### src/ccw_pkg.sv
// ccw_pkg: register map, field positions and reset values of the
// comparator control and wake-up block.
// assumes a byte-wide register port with one-cycle read latency.
package ccw_pkg;
  // register offsets
  localparam logic [7:0] CCW_A_SMALL_OFS = 8'h07;
  localparam logic [7:0] CCW_A_LARGE_OFS = 8'h08;
  localparam logic [7:0] CCW_B_OFS = 8'h0b;
  localparam logic [7:0] CCW_WAKE_OFS = 8'h0d;
  // field positions inside a control register
  localparam int CCW_RESULT_BIT = 7;
  localparam int CCW_PIN_DRIVE_N_BIT = 6;
  localparam int CCW_INVERT_N_BIT = 5;
  localparam int CCW_TIMER_SRC_N_BIT = 4;
  localparam int CCW_ALT_SEL_BIT = 4;
  localparam int CCW_ENABLE_BIT = 3;
  localparam int CCW_NEG_SEL_BIT = 2;
  localparam int CCW_POS_SEL_BIT = 1;
  localparam int CCW_WAKE_DIS_BIT = 0;
  // wake flag position in its own register
  localparam int CCW_WAKE_FLAG_BIT = 0;
  // power-on value of every control register
  localparam logic [7:0] CCW_CTRL_RESET = 8'hff;
  // positive input choice codes for the analog mux
  localparam logic [1:0] CCW_POS_OWN_POS = 2'h0;
  localparam logic [1:0] CCW_POS_OWN_NEG = 2'h1;
  localparam logic [1:0] CCW_POS_A_POS = 2'h2;
endpackage

### src/ccw_top.sv
// ccw_top: control registers, output routing, timer source choice
// and wake-on-change detection for up to two comparators.
// assumes the analog cores, timer and pin drivers sit outside and
// that all inputs but ARST_N are synchronous to CLOCK.
`timescale 1ns/1ps

module ccw_top
  import ccw_pkg::*;
#(
  parameter int NUM_CMP = 2,
  parameter logic [7:0] CMP_A_OFS = CCW_A_LARGE_OFS
) (
  input wire logic CLOCK, // core clock
  input wire logic ARST_N, // asynchronous reset, active low
  input wire logic CE, // clock enable, freezes all state when low
  input wire logic [7:0] ADDR, // register address
  input wire logic [7:0] WDATA, // register write data
  input wire logic WR, // write strobe
  input wire logic RD, // read strobe
  output logic [7:0] RDATA, // read data, cycle after RD
  input wire logic SLEEP, // device is sleeping
  input wire logic [1:0] CMP_RAW, // raw analog comparator outputs
  input wire logic TIMER_CLOCK_SELECT, // timer counter-mode select
  input wire logic TIMER_PIN_IN, // count pin level from pad
  output logic [1:0] CMP_POWER, // analog core power on
  output logic [1:0] CMP_NEG_PIN, // negative: 1 pin, 0 reference
  output logic [1:0] CMP_POS_OWN, // positive from own positive pin
  output logic CMP_B_POS_A, // second positive from first's pin
  output logic [1:0] CMP_PIN_OUT, // result level for output pins
  output logic [1:0] CMP_PIN_OE, // result drives output pin
  output logic [1:0] CMP_ANALOG, // pins held in analog mode
  output logic TIMER_COUNT_IN, // timer count input
  output logic TIMER_PIN_OVERRIDE, // comparator owns timer pin dir
  output logic WAKE_FLAG, // comparator wake flag
  output logic WAKE_REQ // wake request to core
);

  // elaboration checks: the storage and pin map serve one or two cores,
  // and the first core sits at one of its two known offsets only
  if (NUM_CMP < 1 || NUM_CMP > 2) begin : g_bad_count
    $error("NUM_CMP must be 1 or 2");
  end
  localparam bit OFS_OK = (CMP_A_OFS == CCW_A_SMALL_OFS) ||
    (CMP_A_OFS == CCW_A_LARGE_OFS);
  if (!OFS_OK) begin : g_bad_offset
    $error("CMP_A_OFS must be one of the two control offsets");
  end

  ////////////////////////////////////////////////////////////////////
  // storage
  logic [6:0] ctrl [2]; // writable fields, bits 6..0
  logic [1:0] shadow; // result latched on a control read
  logic [1:0] armed; // a latching read has happened
  logic wake;
  logic [7:0] rdata;
  logic [6:0] next_ctrl [2]; // control fields for the next edge
  logic [1:0] next_shadow; // shadow for the next edge
  logic [1:0] next_armed; // armed marks for the next edge

  ////////////////////////////////////////////////////////////////////
  // decode
  wire hit_a = (ADDR == CMP_A_OFS);
  wire hit_b = (ADDR == CCW_B_OFS) && (NUM_CMP == 2);
  wire hit_w = (ADDR == CCW_WAKE_OFS);
  wire [1:0] hit = {hit_b, hit_a};
  wire [1:0] rd_ctrl = hit & {2{RD}};
  wire [1:0] wr_ctrl = hit & {2{WR}};

  logic [1:0] result; // polarity-adjusted result
  logic [1:0] enabled;
  logic [1:0] change;

  genvar g;
  generate
    for (g = 0; g < 2; g++) begin : g_cmp
      // live result; zero when off or absent
      wire present = (g < NUM_CMP);
      assign enabled[g] = present && ctrl[g][CCW_ENABLE_BIT];
      // raw is high when positive input is above negative
      assign result[g] = enabled[g] &&
        (CMP_RAW[g] ~^ ctrl[g][CCW_INVERT_N_BIT]);
      assign CMP_POWER[g] = enabled[g];
      assign CMP_NEG_PIN[g] =
        enabled[g] && ctrl[g][CCW_NEG_SEL_BIT];
      assign CMP_POS_OWN[g] =
        enabled[g] && ctrl[g][CCW_POS_SEL_BIT];
      assign CMP_PIN_OUT[g] = result[g];
      assign CMP_PIN_OE[g] =
        enabled[g] && !ctrl[g][CCW_PIN_DRIVE_N_BIT];
      // reset leaves every field one: inputs stay analog
      assign CMP_ANALOG[g] = present && ctrl[g] == CCW_CTRL_RESET[6:0];
      // change against shadow only counts once armed and enabled
      assign change[g] = armed[g] && enabled[g] &&
        !ctrl[g][CCW_WAKE_DIS_BIT] && (result[g] != shadow[g]);

      // control fields; result bit is not stored, so writes miss it
      assign next_ctrl[g] = (CE && wr_ctrl[g]) ? WDATA[6:0] : ctrl[g];
      // a control read latches the last known result
      assign next_shadow[g] =
        (CE && rd_ctrl[g]) ? result[g] : shadow[g];
      assign next_armed[g] = armed[g] || (CE && rd_ctrl[g]);
    end
  endgenerate

  // one process owns all per-comparator storage, so no bit of it has
  // two writers
  always_ff @(posedge CLOCK or negedge ARST_N) begin
    if (!ARST_N) begin
      for (int i = 0; i < 2; i++) begin
        ctrl[i] <= CCW_CTRL_RESET[6:0];
      end
      shadow <= 2'h0;
      armed <= 2'h0;
    end else begin
      ctrl <= next_ctrl;
      shadow <= next_shadow;
      armed <= next_armed;
    end
  end

  // second comparator alternate positive source, only when own off
  assign CMP_B_POS_A = (NUM_CMP == 2) && enabled[1] &&
    !ctrl[1][CCW_POS_SEL_BIT] && ctrl[1][CCW_ALT_SEL_BIT];

  ////////////////////////////////////////////////////////////////////
  // timer source: comparator output replaces the pin when selected
  wire cmp_timer = enabled[0] && !ctrl[0][CCW_TIMER_SRC_N_BIT];
  assign TIMER_COUNT_IN = (TIMER_CLOCK_SELECT && cmp_timer) ?
    result[0] : TIMER_PIN_IN;
  // pin drive wins over the timer select for pin direction
  assign TIMER_PIN_OVERRIDE = CMP_PIN_OE[0];

  ////////////////////////////////////////////////////////////////////
  // wake flag: set wins over a clearing write in the same cycle
  wire wake_set = SLEEP && (|change);
  wire wake_clr = WR && hit_w && !WDATA[CCW_WAKE_FLAG_BIT];
  wire next_wake = wake_set || (wake && !wake_clr);

  always_ff @(posedge CLOCK or negedge ARST_N) begin
    if (!ARST_N) begin
      wake <= 1'b0;
    end else if (CE) begin
      wake <= next_wake;
    end
  end

  assign WAKE_FLAG = wake;
  assign WAKE_REQ = wake && SLEEP;

  ////////////////////////////////////////////////////////////////////
  // read data mux; unmapped addresses read zero
  wire [7:0] rd_a = {result[0], ctrl[0]};
  wire [7:0] rd_b = {result[1], ctrl[1]};
  wire [7:0] rd_w = {7'h00, wake};
  wire [7:0] next_rdata = hit_a ? rd_a : hit_b ? rd_b :
    hit_w ? rd_w : 8'h00;

  always_ff @(posedge CLOCK or negedge ARST_N) begin
    if (!ARST_N) begin
      rdata <= 8'h00;
    end else if (CE) begin
      rdata <= RD ? next_rdata : 8'h00;
    end
  end

  assign RDATA = rdata;
endmodule

### config.mk
export PLATFORM = sky130hd
export DESIGN_NAME = ccw_top
export DESIGN_NICKNAME = d
export VERILOG_FILES = /design/src/ccw_pkg.sv /design/src/ccw_top.sv
export SDC_FILE = /design/constraint.sdc
export NUM_CORES = 1
export LEC_CHECK = 0
export BUFFER_PORTS_ARGS = -buffer_cell sky130_fd_sc_hd__buf_2
export CELL_PAD_IN_SITES_DETAIL_PLACEMENT = 0
export CELL_PAD_IN_SITES_GLOBAL_PLACEMENT = 1
export CORE_ASPECT_RATIO = 1.4
export CORE_UTILIZATION = 34
export DETAILED_ROUTE_END_ITERATION = 10
export PLACE_DENSITY_LB_ADDON = 0.1
export SLEW_MARGIN = 30
export SYNTH_ARGS = -nofsm -noshare
export SYNTH_HDL_FRONTEND = slang
export SYNTH_SLANG_ARGS = --single-unit
### constraint.sdc
create_clock -name CLOCK -period 1.3 [get_ports CLOCK]
set_clock_uncertainty 0.05 [all_clocks]
set_input_delay 0 -clock CLOCK [delete_from_list [all_inputs] [get_ports CLOCK]]
set_output_delay 0 -clock CLOCK [all_outputs]
set_load 0.05 [all_outputs]
==> run_results.csv, run 1 <==
group,metric,value,unit
final_layout,areaGrowthSynthToFinish,54.8,%
clock_network,clock_tree.buffer_depth,2,
drt,drt_pre_antenna_iters,7,
drt,post_detailed_route_drc_marker_count,4,
clock_network,numCtsBuffers,3,
final_layout,num_antenna_cells,0,
drt,routed-wl-met2,2210,um
clock_network,path_clk_slew,100,ps
timing,final_worst_path_setup_slack,-229,ps
floorplanning,die_w,57.7,um
setup_path,crit_buf_inv,1,
grt,first_global_vias,1285,
logic_synthesis,syn-mean-instance-area,11.8,um^2
logic_synthesis,syn-num-nets,151,
timing,slew_headroom,0.591,
placed_design,place_hpwl,2880,um
final_layout,multi_input_comb_area,842,um^2
outcome,run_status,"finished with violations",
setup_path,critical_path.max_stage_delay,570,ps
logic_synthesis,total_of_flip_flops_plus_latches_after_synthesis,27,
setup_path,regToRegStartpoint,"ctrl[5]",
setup_path,timing.critical_path.from_type,"flip-flop",
drt,wl_met1,1610,um
timing,worst_pin_slew,613,ps
drt,detail_route.vias_per_cell,5.13,
floorplanning,core-area,0.00420,mm^2
setup_path,setup_crit_end_kind,"output pin",
min_path,timing.hold.worst_path_depth,4,
pwr,p_int,0.00121,W
pwr,p_sw,0.000421,W
flow_run,maxCapViolations,0,
logic_synthesis,netlist_area,0.00148,mm^2
timing,timing.final.hold_violations,0,
setup_path,ff2ff_setup_slack,-40,ps
pwr,power_frac_comb,0.160,
logic_synthesis,synth-seq-area-share,0.469,
outcome,failed_checks,"DRC, setup timing",
drt,antenna_violating_nets_post_route,0,
setup_path,crit_chain,"nand2_2, nor2_4, mux2_4, buf_8",
logic_synthesis,synth.area.top_cells,"dfstp_2 25%, dfrtp_1 22%, mux2_4 15%",
drt,avgRoutedWirePerCell,16.6,um
setup_path,worst_ep_required_time,1250,ps
pwr,power.total,0.00163,W
min_path,worst_hold_path_type,"primary input to flip-flop",
placed_design,place_ws,14.1,ps
logic_synthesis,yosys_warns,0,
final_layout,filler_cell_count,371,
clock_network,cts-htree-levels,1,
placed_design,numPortBuffers,49,
logic_synthesis,post-synth-top-area-cell,"dfstp_2",
clock_network,clock-sinks,27,
setup_path,worst_r2r_endpoint,"shadow[1]",
timing,fmax,0.654,GHz
pwr,power_frac_clock,0.295,
pwr,max-vdd-ir-drop,0.000425,V
logic_synthesis,synth_edf_count,0,
floorplanning,dieArea,0.00462,mm^2
min_path,min_to,"RDATA[0]",
drt,route.final.wire_length,4060,um
floorplanning,rows,28,
timing,rsz0062_at_grt,"yes",
setup_path,timing.setup.critical_path_class,"flip-flop to output pin",
logic_synthesis,synth_cells,125,
logic_synthesis,post-synth-top-area-fraction,0.249,
placed_design,globalplace.congestion,0.766,
setup_path,critPathMaxFanout,3,
grt,grt_use_total,0.186,
grt,remaining_overflow_grt,0,
floorplanning,die_height,80.0,um
pwr,power.switching_fraction,0.258,
logic_synthesis,synth-async-reset-ratio,1.00,
clock_network,root_buffer,"clkbuf_8",
clock_network,insertion_delay,270,ps
drt,topRoutingLayerUsed,"met4",
timing,timing.final.max_slew_violations,0,
pwr,total_leakage_power,1.08,nW
drt,drtIter0Drc,39,
final_layout,drive_above_1_share,0.675,
grt,grt_antenna_before_repair,0,
min_path,worstHoldStart,"ADDR[3]",
pwr,share_seq_of_total_power,0.545,
timing,setup_tns,-1330,ps
setup_path,worstRegToRegCells,4,
logic_synthesis,synth.lib_cells_used.distinct,31,
timing,timing.final.crit_share,1.18,
timing,finish_stage_setup_viols,16,
floorplanning,ios,51,
drt,met3WireLength,183,um
drt,vias_after_detailed_routing,1256,
timing,finalWorstPathRequiredPeriod,1530,ps
clock_network,cts_tree,"yes",
final_layout,ff_latch_area,693,um^2
grt,pin_count_of_the_biggest_net_entering_global_routing,28,
logic_synthesis,synthFlopType,"dfstp_2",
final_layout,nNetsFinal,227,
setup_path,timing.critical_path.slowest_stage_cell,"dfstp_2",
grt,grt_first_pass_wirelength,6390,um
setup_path,cp_top_family,"flip-flops",
setup_path,worstPathArrival,1480,ps
floorplanning,initial_standard_cell_utilization_of_the_core,0.352,
pwr,power.density,712,mW/mm^2
## tightest hold or removal path, stage by stage
cell and delay, ps:
buf_2 110, o41ai_1 60, a211o_1 90, o21ai_1 50
## cell usage in the layout, fill, tap and decap left out, types with 2 or more instances in the layout
| cell | count |
|---|---|
| buf_2 | 34 |
| mux2_4 | 17 |
| buf_4 | 15 |
| dfstp_2 | 14 |
| dfrtp_1 | 13 |
| buf_8 | 10 |
| buf_6 | 9 |
| inv_1 | 8 |
| dlygate4sd3_1 | 8 |
| and2_4 | 6 |
| nand2_1 | 6 |
| a22oi_1 | 6 |
| o22ai_1 | 6 |
| nor2_4 | 4 |
| nor2_1 | 4 |
| nor2b_4 | 3 |
| clkbuf_8 | 3 |
| nand2_4 | 2 |
| xnor2_2 | 2 |
| or2_2 | 2 |
| and2_1 | 2 |
| nand2_8 | 2 |
| a211o_1 | 2 |
| xnor2_1 | 2 |
## per-stage QoR
step	instances	cell area [um^2]	hold WS, ps	util
after floorplan	125	1520	-346	-
after CTS	242	2210	47.1	0.526
after detailed placement	223	1850	1.75	0.440
after global placement	223	1850	-6.22	0.440
after global routing	245	2290	72.2	0.545
final	245	2290	31.1	0.545
## cell families (layout without fill, tap and decap cells)
kind of cell,count (synthesis),in the layout,synth area share
xor+xnor,4,4,0.0237
flops,27,27,0.469
buf+inv,14,89,0.0533
simple gates,44,44,0.195
mux,17,17,0.168
compound gates,19,19,0.0914
## power by group through the flow
stage	Combinational, W	Sequential, W	Clock, W
5_1_grt	0.000280	0.000891	0.000528
4_1_cts	0.000255	0.000887	0.000494
2_1_floorplan	0.000107	0.000904	0
6_report	0.000261	0.000888	0.000481
3_5_place_dp	0.000206	0.000900	0
3_3_place_gp	0.000202	0.000899	0
## how the worst max path moves through the flow
| stage | endpoint | slack, ps | depth (start not counted) | startpoint |
|---|---|---|---|---|
| floorplan | CMP_ANALOG[1] | -100 | 3 | CMP_POWER[1] |
| CTS | TIMER_COUNT_IN | -220 | 4 | CMP_POWER[0] |
| global route | TIMER_COUNT_IN | -280 | 4 | CMP_POWER[0] |
| detailed placement | WAKE_FLAG | 10 | 4 | ctrl[5] |
| finish | TIMER_COUNT_IN | -230 | 4 | CMP_POWER[0] |
| global placement | WAKE_FLAG | 30 | 4 | ctrl[5] |
## layer usage
layer  track usage  vias up
li1              -      589
met1         0.219      617
met2         0.334       44
met3        0.0308        6
met4        0.0690        0
met5             0        -
## cell type report
class,count,area share
repair buffers,77,0.272
flip-flops and latches,27,0.303
clock inverters,1,0.00219
clock buffers,3,0.0180
well taps,45,0.0246
multi-input cells,84,0.368
inverters,8,0.0131
## sequential cells by signal, summed over array words and instances (netlist names)
name,cells
shadow,2
armed,2
CMP_POWER,2
ctrl,12
RDATA,8
WAKE_FLAG,1
## synth_stat cells, types with 2 or more instances
cell type,number
xnor2_1,4
or2_2,2
nand3_1,2
nor2b_1,2
nor2_1,8
nand2_1,9
inv_1,8
nor4_1,2
mux2_4,15
a22oi_1,7
and2_1,8
o22ai_1,7
mux2_2,2
buf_4,5
a211o_1,2
dfrtp_1,13
nand2_8,2
dfstp_2,14
## repair_timing
action / in CTS / in global routing
setup buffers: 8 / 3
gates resized for setup: 52 / 15
hold buffers: 8 / 0
setup endpoints to repair: 13 / 18
gates cloned: 0 / 0
endpoints found under the hold margin: 27 / 0
pin swaps: 9 / 5
Power figures use the tool's default switching activity.
==> run 2: changes to the inputs <==
Settings changed: CORE_ASPECT_RATIO 1.4 to unset, CORE_UTILIZATION 34 to 40.
Clock period 1.3 ns to 2 ns, I/O delays scaled along.
==> run 2 against run 1 <==
The run now ends clean. Final cell count shrank 7.8%. Hold slack about the same. Global-route usage down 0.33 points. Sequential cell count is the same. Combinational power decreased by 50%. Clock-buffer cell count is the same. Utilization down 0.45 points. Routed wire length shrank 17%. Sequential share of layout area increased by 7.0 points. Non-clock buffer count down 20. Highest routed layer unchanged.
==> run_results.csv, run 2 (synthesis results as in run 1) <==
group,metric,value,unit
outcome,run_status,"completed",
setup_path,timing.setup.critical_path_class,"flip-flop to output pin",
timing,timing.final.crit_share,0.842,
pwr,max-vdd-ir-drop,0.000332,V
timing,final_worst_path_setup_slack,316,ps
grt,first_global_vias,1152,
setup_path,worst_ep_required_time,1950,ps
setup_path,critPathMaxFanout,9,
floorplanning,ios,51,
final_layout,drive_above_1_share,0.517,
placed_design,dpl-instance-area,0.00173,mm^2
drt,antenna_violating_nets_post_route,0,
min_path,worstHoldStart,"CE",
drt,post_detailed_route_drc_marker_count,0,
setup_path,ff2ff_setup_slack,580,ps
final_layout,final_core_utilization,0.540,
final_layout,num_antenna_cells,0,
clock_network,cts-htree-levels,1,
timing,rsz0062_at_grt,"no",
drt,vias_after_detailed_routing,1160,
final_layout,register_with_the_most_flip_flops,"ctrl",
final_layout,areaGrowthSynthToFinish,25.7,%
grt,met2_capacity_usage_during_global_routing,0.300,
placed_design,numPortBuffers,49,
final_layout,layout.cells.most_common,"buf_2",
clock_network,cts_tree,"yes",
placed_design,globalplace.congestion,0.760,
drt,drtIter0Drc,37,
setup_path,setup_crit_end_kind,"output pin",
clock_network,clock-sinks,27,
timing,timing.final.hold_violations,0,
floorplanning,initial_standard_cell_utilization_of_the_core,0.430,
grt,pin_count_of_the_biggest_net_entering_global_routing,28,
final_layout,final_cell_mix,"49 x buf_2, 15 x mux2_4, 14 x dfstp_2, 13 x dfrtp_1, 9 x nand2_1",
setup_path,worstRegToRegCells,4,
min_path,min_to,"RDATA[5]",
floorplanning,dieArea,0.00394,mm^2
timing,worst_pin_slew,614,ps
floorplanning,die_w,62.8,um
timing,finish_stage_setup_viols,0,
min_path,worst_hold_path_type,"primary input to flip-flop",
setup_path,timing.critical_path.slowest_stage_cell,"dfstp_2",
pwr,power.density,554,mW/mm^2
drt,drt_pre_antenna_iters,4,
final_layout,largest_reg_flops,12,
timing,slew_headroom,0.591,
clock_network,post-cts-setup-buffer-count,0,
timing,fmax,0.594,GHz
clock_network,cts_resized,0,
clock_network,numCtsBuffers,3,
clock_network,insertion_delay,280,ps
timing,setup_tns,0,ps
final_layout,nNetsFinal,207,
drt,route.final.wire_length,3380,um
timing,timing.final.max_slew_violations,0,
clock_network,clock_tree.buffer_depth,2,
setup_path,crit_chain,"nand2_1, nor2_1, mux2_2, buf_2",
pwr,power.total,0.00103,W
setup_path,regToRegStartpoint,"ctrl[12]",
floorplanning,die_height,62.8,um
min_path,timing.hold.worst_path_depth,2,
placed_design,place_ws,600,ps
grt,grt_antenna_before_repair,0,
clock_network,cts_hold_repair.buffers,8,
setup_path,critical_path.max_stage_delay,640,ps
grt,grt_first_pass_wirelength,5550,um
setup_path,worstPathArrival,1630,ps
grt,grt_use_total,0.183,
grt,use_met3,0.0310,
placed_design,place_hpwl,2400,um
grt,grt-busiest-layer,"met2",
timing,finalWorstPathRequiredPeriod,1680,ps
final_layout,final_design_area_no_fill,0.00186,mm^2
flow_run,maxCapViolations,0,
setup_path,timing.critical_path.from_type,"flip-flop",
setup_path,worst_r2r_endpoint,"RDATA[7]",
clock_network,root_buffer,"clkbuf_8",
drt,detail_route.vias_per_cell,5.13,
floorplanning,rows,21,
grt,remaining_overflow_grt,0,
pwr,total_leakage_power,0.893,nW
drt,avgRoutedWirePerCell,14.9,um
grt,groute.layer.met1.usage,0.242,
clock_network,path_clk_slew,100,ps
floorplanning,core-area,0.00344,mm^2
==> run 2: worst max-delay path by stage <==
stage | startpoint | to
floorplan | CMP_POWER[1] | CMP_ANALOG[1]
finish | CMP_POWER[0] | TIMER_COUNT_IN
CTS | CMP_POWER[0] | TIMER_COUNT_IN
global placement | ctrl[12] | RDATA[7]
detailed placement | ctrl[12] | RDATA[7]
global route | CMP_POWER[0] | TIMER_COUNT_IN
==> run 2: routing by layer <==
metal  routed length (um)  part of all wire
met2                 1560              0.46
met5                    0                 0
met1                 1610              0.48
met3                  165             0.049
met4                   40             0.012
==> run 2: layout make-up <==
cell class              count  area [um^2]
flip-flops and latches     27          693
multi-input cells          84          707
inverters                   8         30.0
clock buffers               3         41.3
well taps                  46         57.6
clock inverters             1         5.00
repair buffers             57          325
fillers                   323         1580
==> run 2: report_power, final <==
group | switching [W] | internal, W
Sequential | 0.0000133 | 0.000564
Clock | 0.000182 | 0.000140
Combinational | 0.0000734 | 0.0000568
==> run 2: metrics by stage <==
| step | hold slack, ps | instances |
|---|---|---|
| global placement | -16.3 | 214 |
| floorplan | -346 | 125 |
| detailed placement | 2.30 | 214 |
| finish | 31.3 | 226 |
| CTS | 21.8 | 226 |
| global route | 43.3 | 226 |
==> run 2: worst max-delay path: cells and delay by family, from the launching register on <==
family        cells  cell delay (ps)
mux               1              330
simple gates      2              170
flops             1              640
buf+inv           1              210
==> run 3: changes to the inputs <==
Settings changed: CORE_UTILIZATION 40 to 34.
Clock period 2 ns to 1.5 ns, I/O delays scaled along.
==> run 3 against run 2 <==
The run now ends with setup timing left. Critical path depth unchanged. Cell area up 8.5%. Sequential share of layout area decreased by 2.9 points. Sequential power is 33% higher. Non-clock buffer count is 9 higher. Total power increased by 37%. Routed wire length up 8.7%. Hold slack better by 0.61 ps. Critical path type unchanged. Largest cell class unchanged.
==> run_results.csv, run 3 (synthesis results as in run 1) <==
group,metric,value,unit
pwr,share_seq_of_total_power,0.546,
drt,detail_route.vias_per_cell,4.83,
clock_network,cts-htree-levels,1,
pwr,power.density,697,mW/mm^2
setup_path,critPathMaxFanout,4,
setup_path,critical_path.max_stage_delay,580,ps
setup_path,worst_ep_required_time,1450,ps
final_layout,nNetsFinal,216,
clock_network,cts_tree,"yes",
clock_network,clock-sinks,27,
setup_path,worstPathArrival,1510,ps
placed_design,placed_cells,223,
grt,first_global_vias,1189,
grt,grt_first_pass_wirelength,5780,um
setup_path,worst_r2r_endpoint,"WAKE_FLAG",
clock_network,numCtsBuffers,3,
timing,final_worst_path_setup_slack,-63.6,ps
grt,grt_use_total,0.171,
pwr,p_sw,0.000375,W
outcome,failed_checks,"setup timing",
setup_path,timing.setup.critical_path_class,"flip-flop to output pin",
min_path,min_to,"RDATA[0]",
setup_path,cp_top_family,"flip-flops",
final_layout,ff_latch_area,693,um^2
final_layout,final_cell_mix,"42 x buf_2, 16 x mux2_4, 14 x dfstp_2, 13 x dfrtp_1, 10 x buf_4",
timing,fmax,0.640,GHz
timing,timing.final.max_slew_violations,0,
final_layout,multi_input_comb_area,754,um^2
floorplanning,die_height,68.0,um
clock_network,path_clk_slew,100,ps
pwr,power_frac_clock,0.314,
floorplanning,dieArea,0.00462,mm^2
final_layout,num_antenna_cells,0,
drt,avgRoutedWirePerCell,15.4,um
min_path,worst_hold_path_type,"primary input to flip-flop",
final_layout,finalNonFillerCells,239,
clock_network,clock_tree.buffer_depth,2,
grt,pin_count_of_the_biggest_net_entering_global_routing,28,
final_layout,filler_cell_count,395,
setup_path,timing.critical_path.from_type,"flip-flop",
clock_network,root_buffer,"clkbuf_8",
pwr,total_leakage_power,0.953,nW
pwr,power.total,0.00141,W
timing,timing.final.crit_share,1.04,
flow_run,maxCapViolations,0,
floorplanning,rows,23,
setup_path,ff2ff_setup_slack,120,ps
grt,remaining_overflow_grt,0,
drt,antenna_violating_nets_post_route,0,
placed_design,place_ws,131,ps
timing,finalWorstPathRequiredPeriod,1560,ps
timing,rsz0062_at_grt,"yes",
floorplanning,core-area,0.00409,mm^2
timing,slew_headroom,0.588,
min_path,timing.hold.worst_path_depth,4,
timing,finish_stage_setup_viols,1,
floorplanning,ios,51,
drt,drt_pre_antenna_iters,5,
grt,grt_antenna_before_repair,0,
setup_path,timing.critical_path.slowest_stage_cell,"dfstp_2",
timing,hold_ws,31.9,ps
pwr,power_frac_comb,0.140,
timing,timing.final.hold_violations,0,
drt,post_detailed_route_drc_marker_count,0,
setup_path,setup_crit_end_kind,"output pin",
drt,route.final.wire_length,3670,um
setup_path,regToRegStartpoint,"ctrl[5]",
clock_network,insertion_delay,280,ps
pwr,p_int,0.00103,W
setup_path,worstRegToRegCells,4,
drt,drtIter0Drc,31,
final_layout,layout.cells.most_common,"buf_2",
setup_path,crit_chain,"nand2_2, nor2_4, mux2_4, buf_8",
setup_path,crit_buf_inv,1,
pwr,power.switching_fraction,0.267,
placed_design,numPortBuffers,49,
placed_design,globalplace.congestion,0.799,
drt,vias_after_detailed_routing,1155,
placed_design,place_hpwl,2650,um
pwr,max-vdd-ir-drop,0.000310,V
min_path,worstHoldStart,"ADDR[3]",
final_layout,register_with_the_most_flip_flops,"ctrl",
floorplanning,die_w,68.0,um
final_layout,areaGrowthSynthToFinish,36.5,%
outcome,run_status,"finished with violations",
final_layout,drive_above_1_share,0.598,
final_layout,largest_reg_flops,12,
timing,worst_pin_slew,618,ps
floorplanning,initial_standard_cell_utilization_of_the_core,0.362,
[run 3: changes by cell type in the layout (fill, tap and decap cells not counted), moves of 3 or more]
cell    change
buf_6       +3
and2_1      -4
nor2_1      -3
buf_2       -7
buf_4      +10
and2_4      +3
[run 3: final cells by class]
type | count | share of cell area
clock buffers | 3 | 0.0205
clock inverters | 1 | 0.00372
inverters | 8 | 0.0149
multi-input cells | 84 | 0.374
flip-flops and latches | 27 | 0.343
well taps | 50 | 0.0310
repair buffers | 66 | 0.213
[run 3: power groups by stage]
stage / registers [W] / clock network [W] / logic (W)
final: 0.000768 / 0.000441 / 0.000197
after global routing: 0.000771 / 0.000480 / 0.000214
after CTS: 0.000767 / 0.000455 / 0.000193
after detailed placement: 0.000780 / 0 / 0.000167
after global placement: 0.000780 / 0 / 0.000163
after floorplan: 0.000782 / 0 / 0.0000902
[run 3: worst max-delay path by stage]
stage                 start             end  slack [ps]  cells past startpoint
2_1_floorplan  CMP_POWER[1]   CMP_ANALOG[1]        -180                      3
3_3_place_gp       ctrl[12]        RDATA[7]         150                      4
3_5_place_dp       ctrl[12]        RDATA[7]         130                      4
4_1_cts        CMP_POWER[0]  TIMER_COUNT_IN         -50                      4
5_1_grt        CMP_POWER[0]  TIMER_COUNT_IN        -120                      4
6_report       CMP_POWER[0]  TIMER_COUNT_IN         -60                      4
[run 3: worst reg2reg max path, stage by stage, from the launching register on]
cell	delay [ps]
dfstp_2	580
xnor2_1	160
xnor2_1	150
nor4_1	70
a211o_1	260
[run 3: stage by stage]
stage | utilization | setup TNS, ps | cell area (um^2)
after global routing | 0.494 | -124 | 2020
after global placement | 0.438 | 0 | 1790
final | 0.494 | -63.6 | 2020
after floorplan | - | -178 | 1500
after CTS | 0.482 | -45.1 | 1970
after detailed placement | 0.438 | 0 | 1790
[run 3: repair_timing]
item,in CTS,in global routing
setup buffers,3,1
endpoints found under the setup margin,5,8
endpoints found under the hold margin,27,0
resized for setup,9,13
pin swaps,0,2
hold buffers,8,0
[run 3: metal layers]
layer | up-vias | global-route usage | share of wire
met1 | 554 | 0.247 | 0.50
li1 | 565 | - | -
met5 | - | 0 | 0
met4 | 0 | 0.0391 | 0.0052
met3 | 2 | 0.0200 | 0.042
met2 | 34 | 0.270 | 0.45
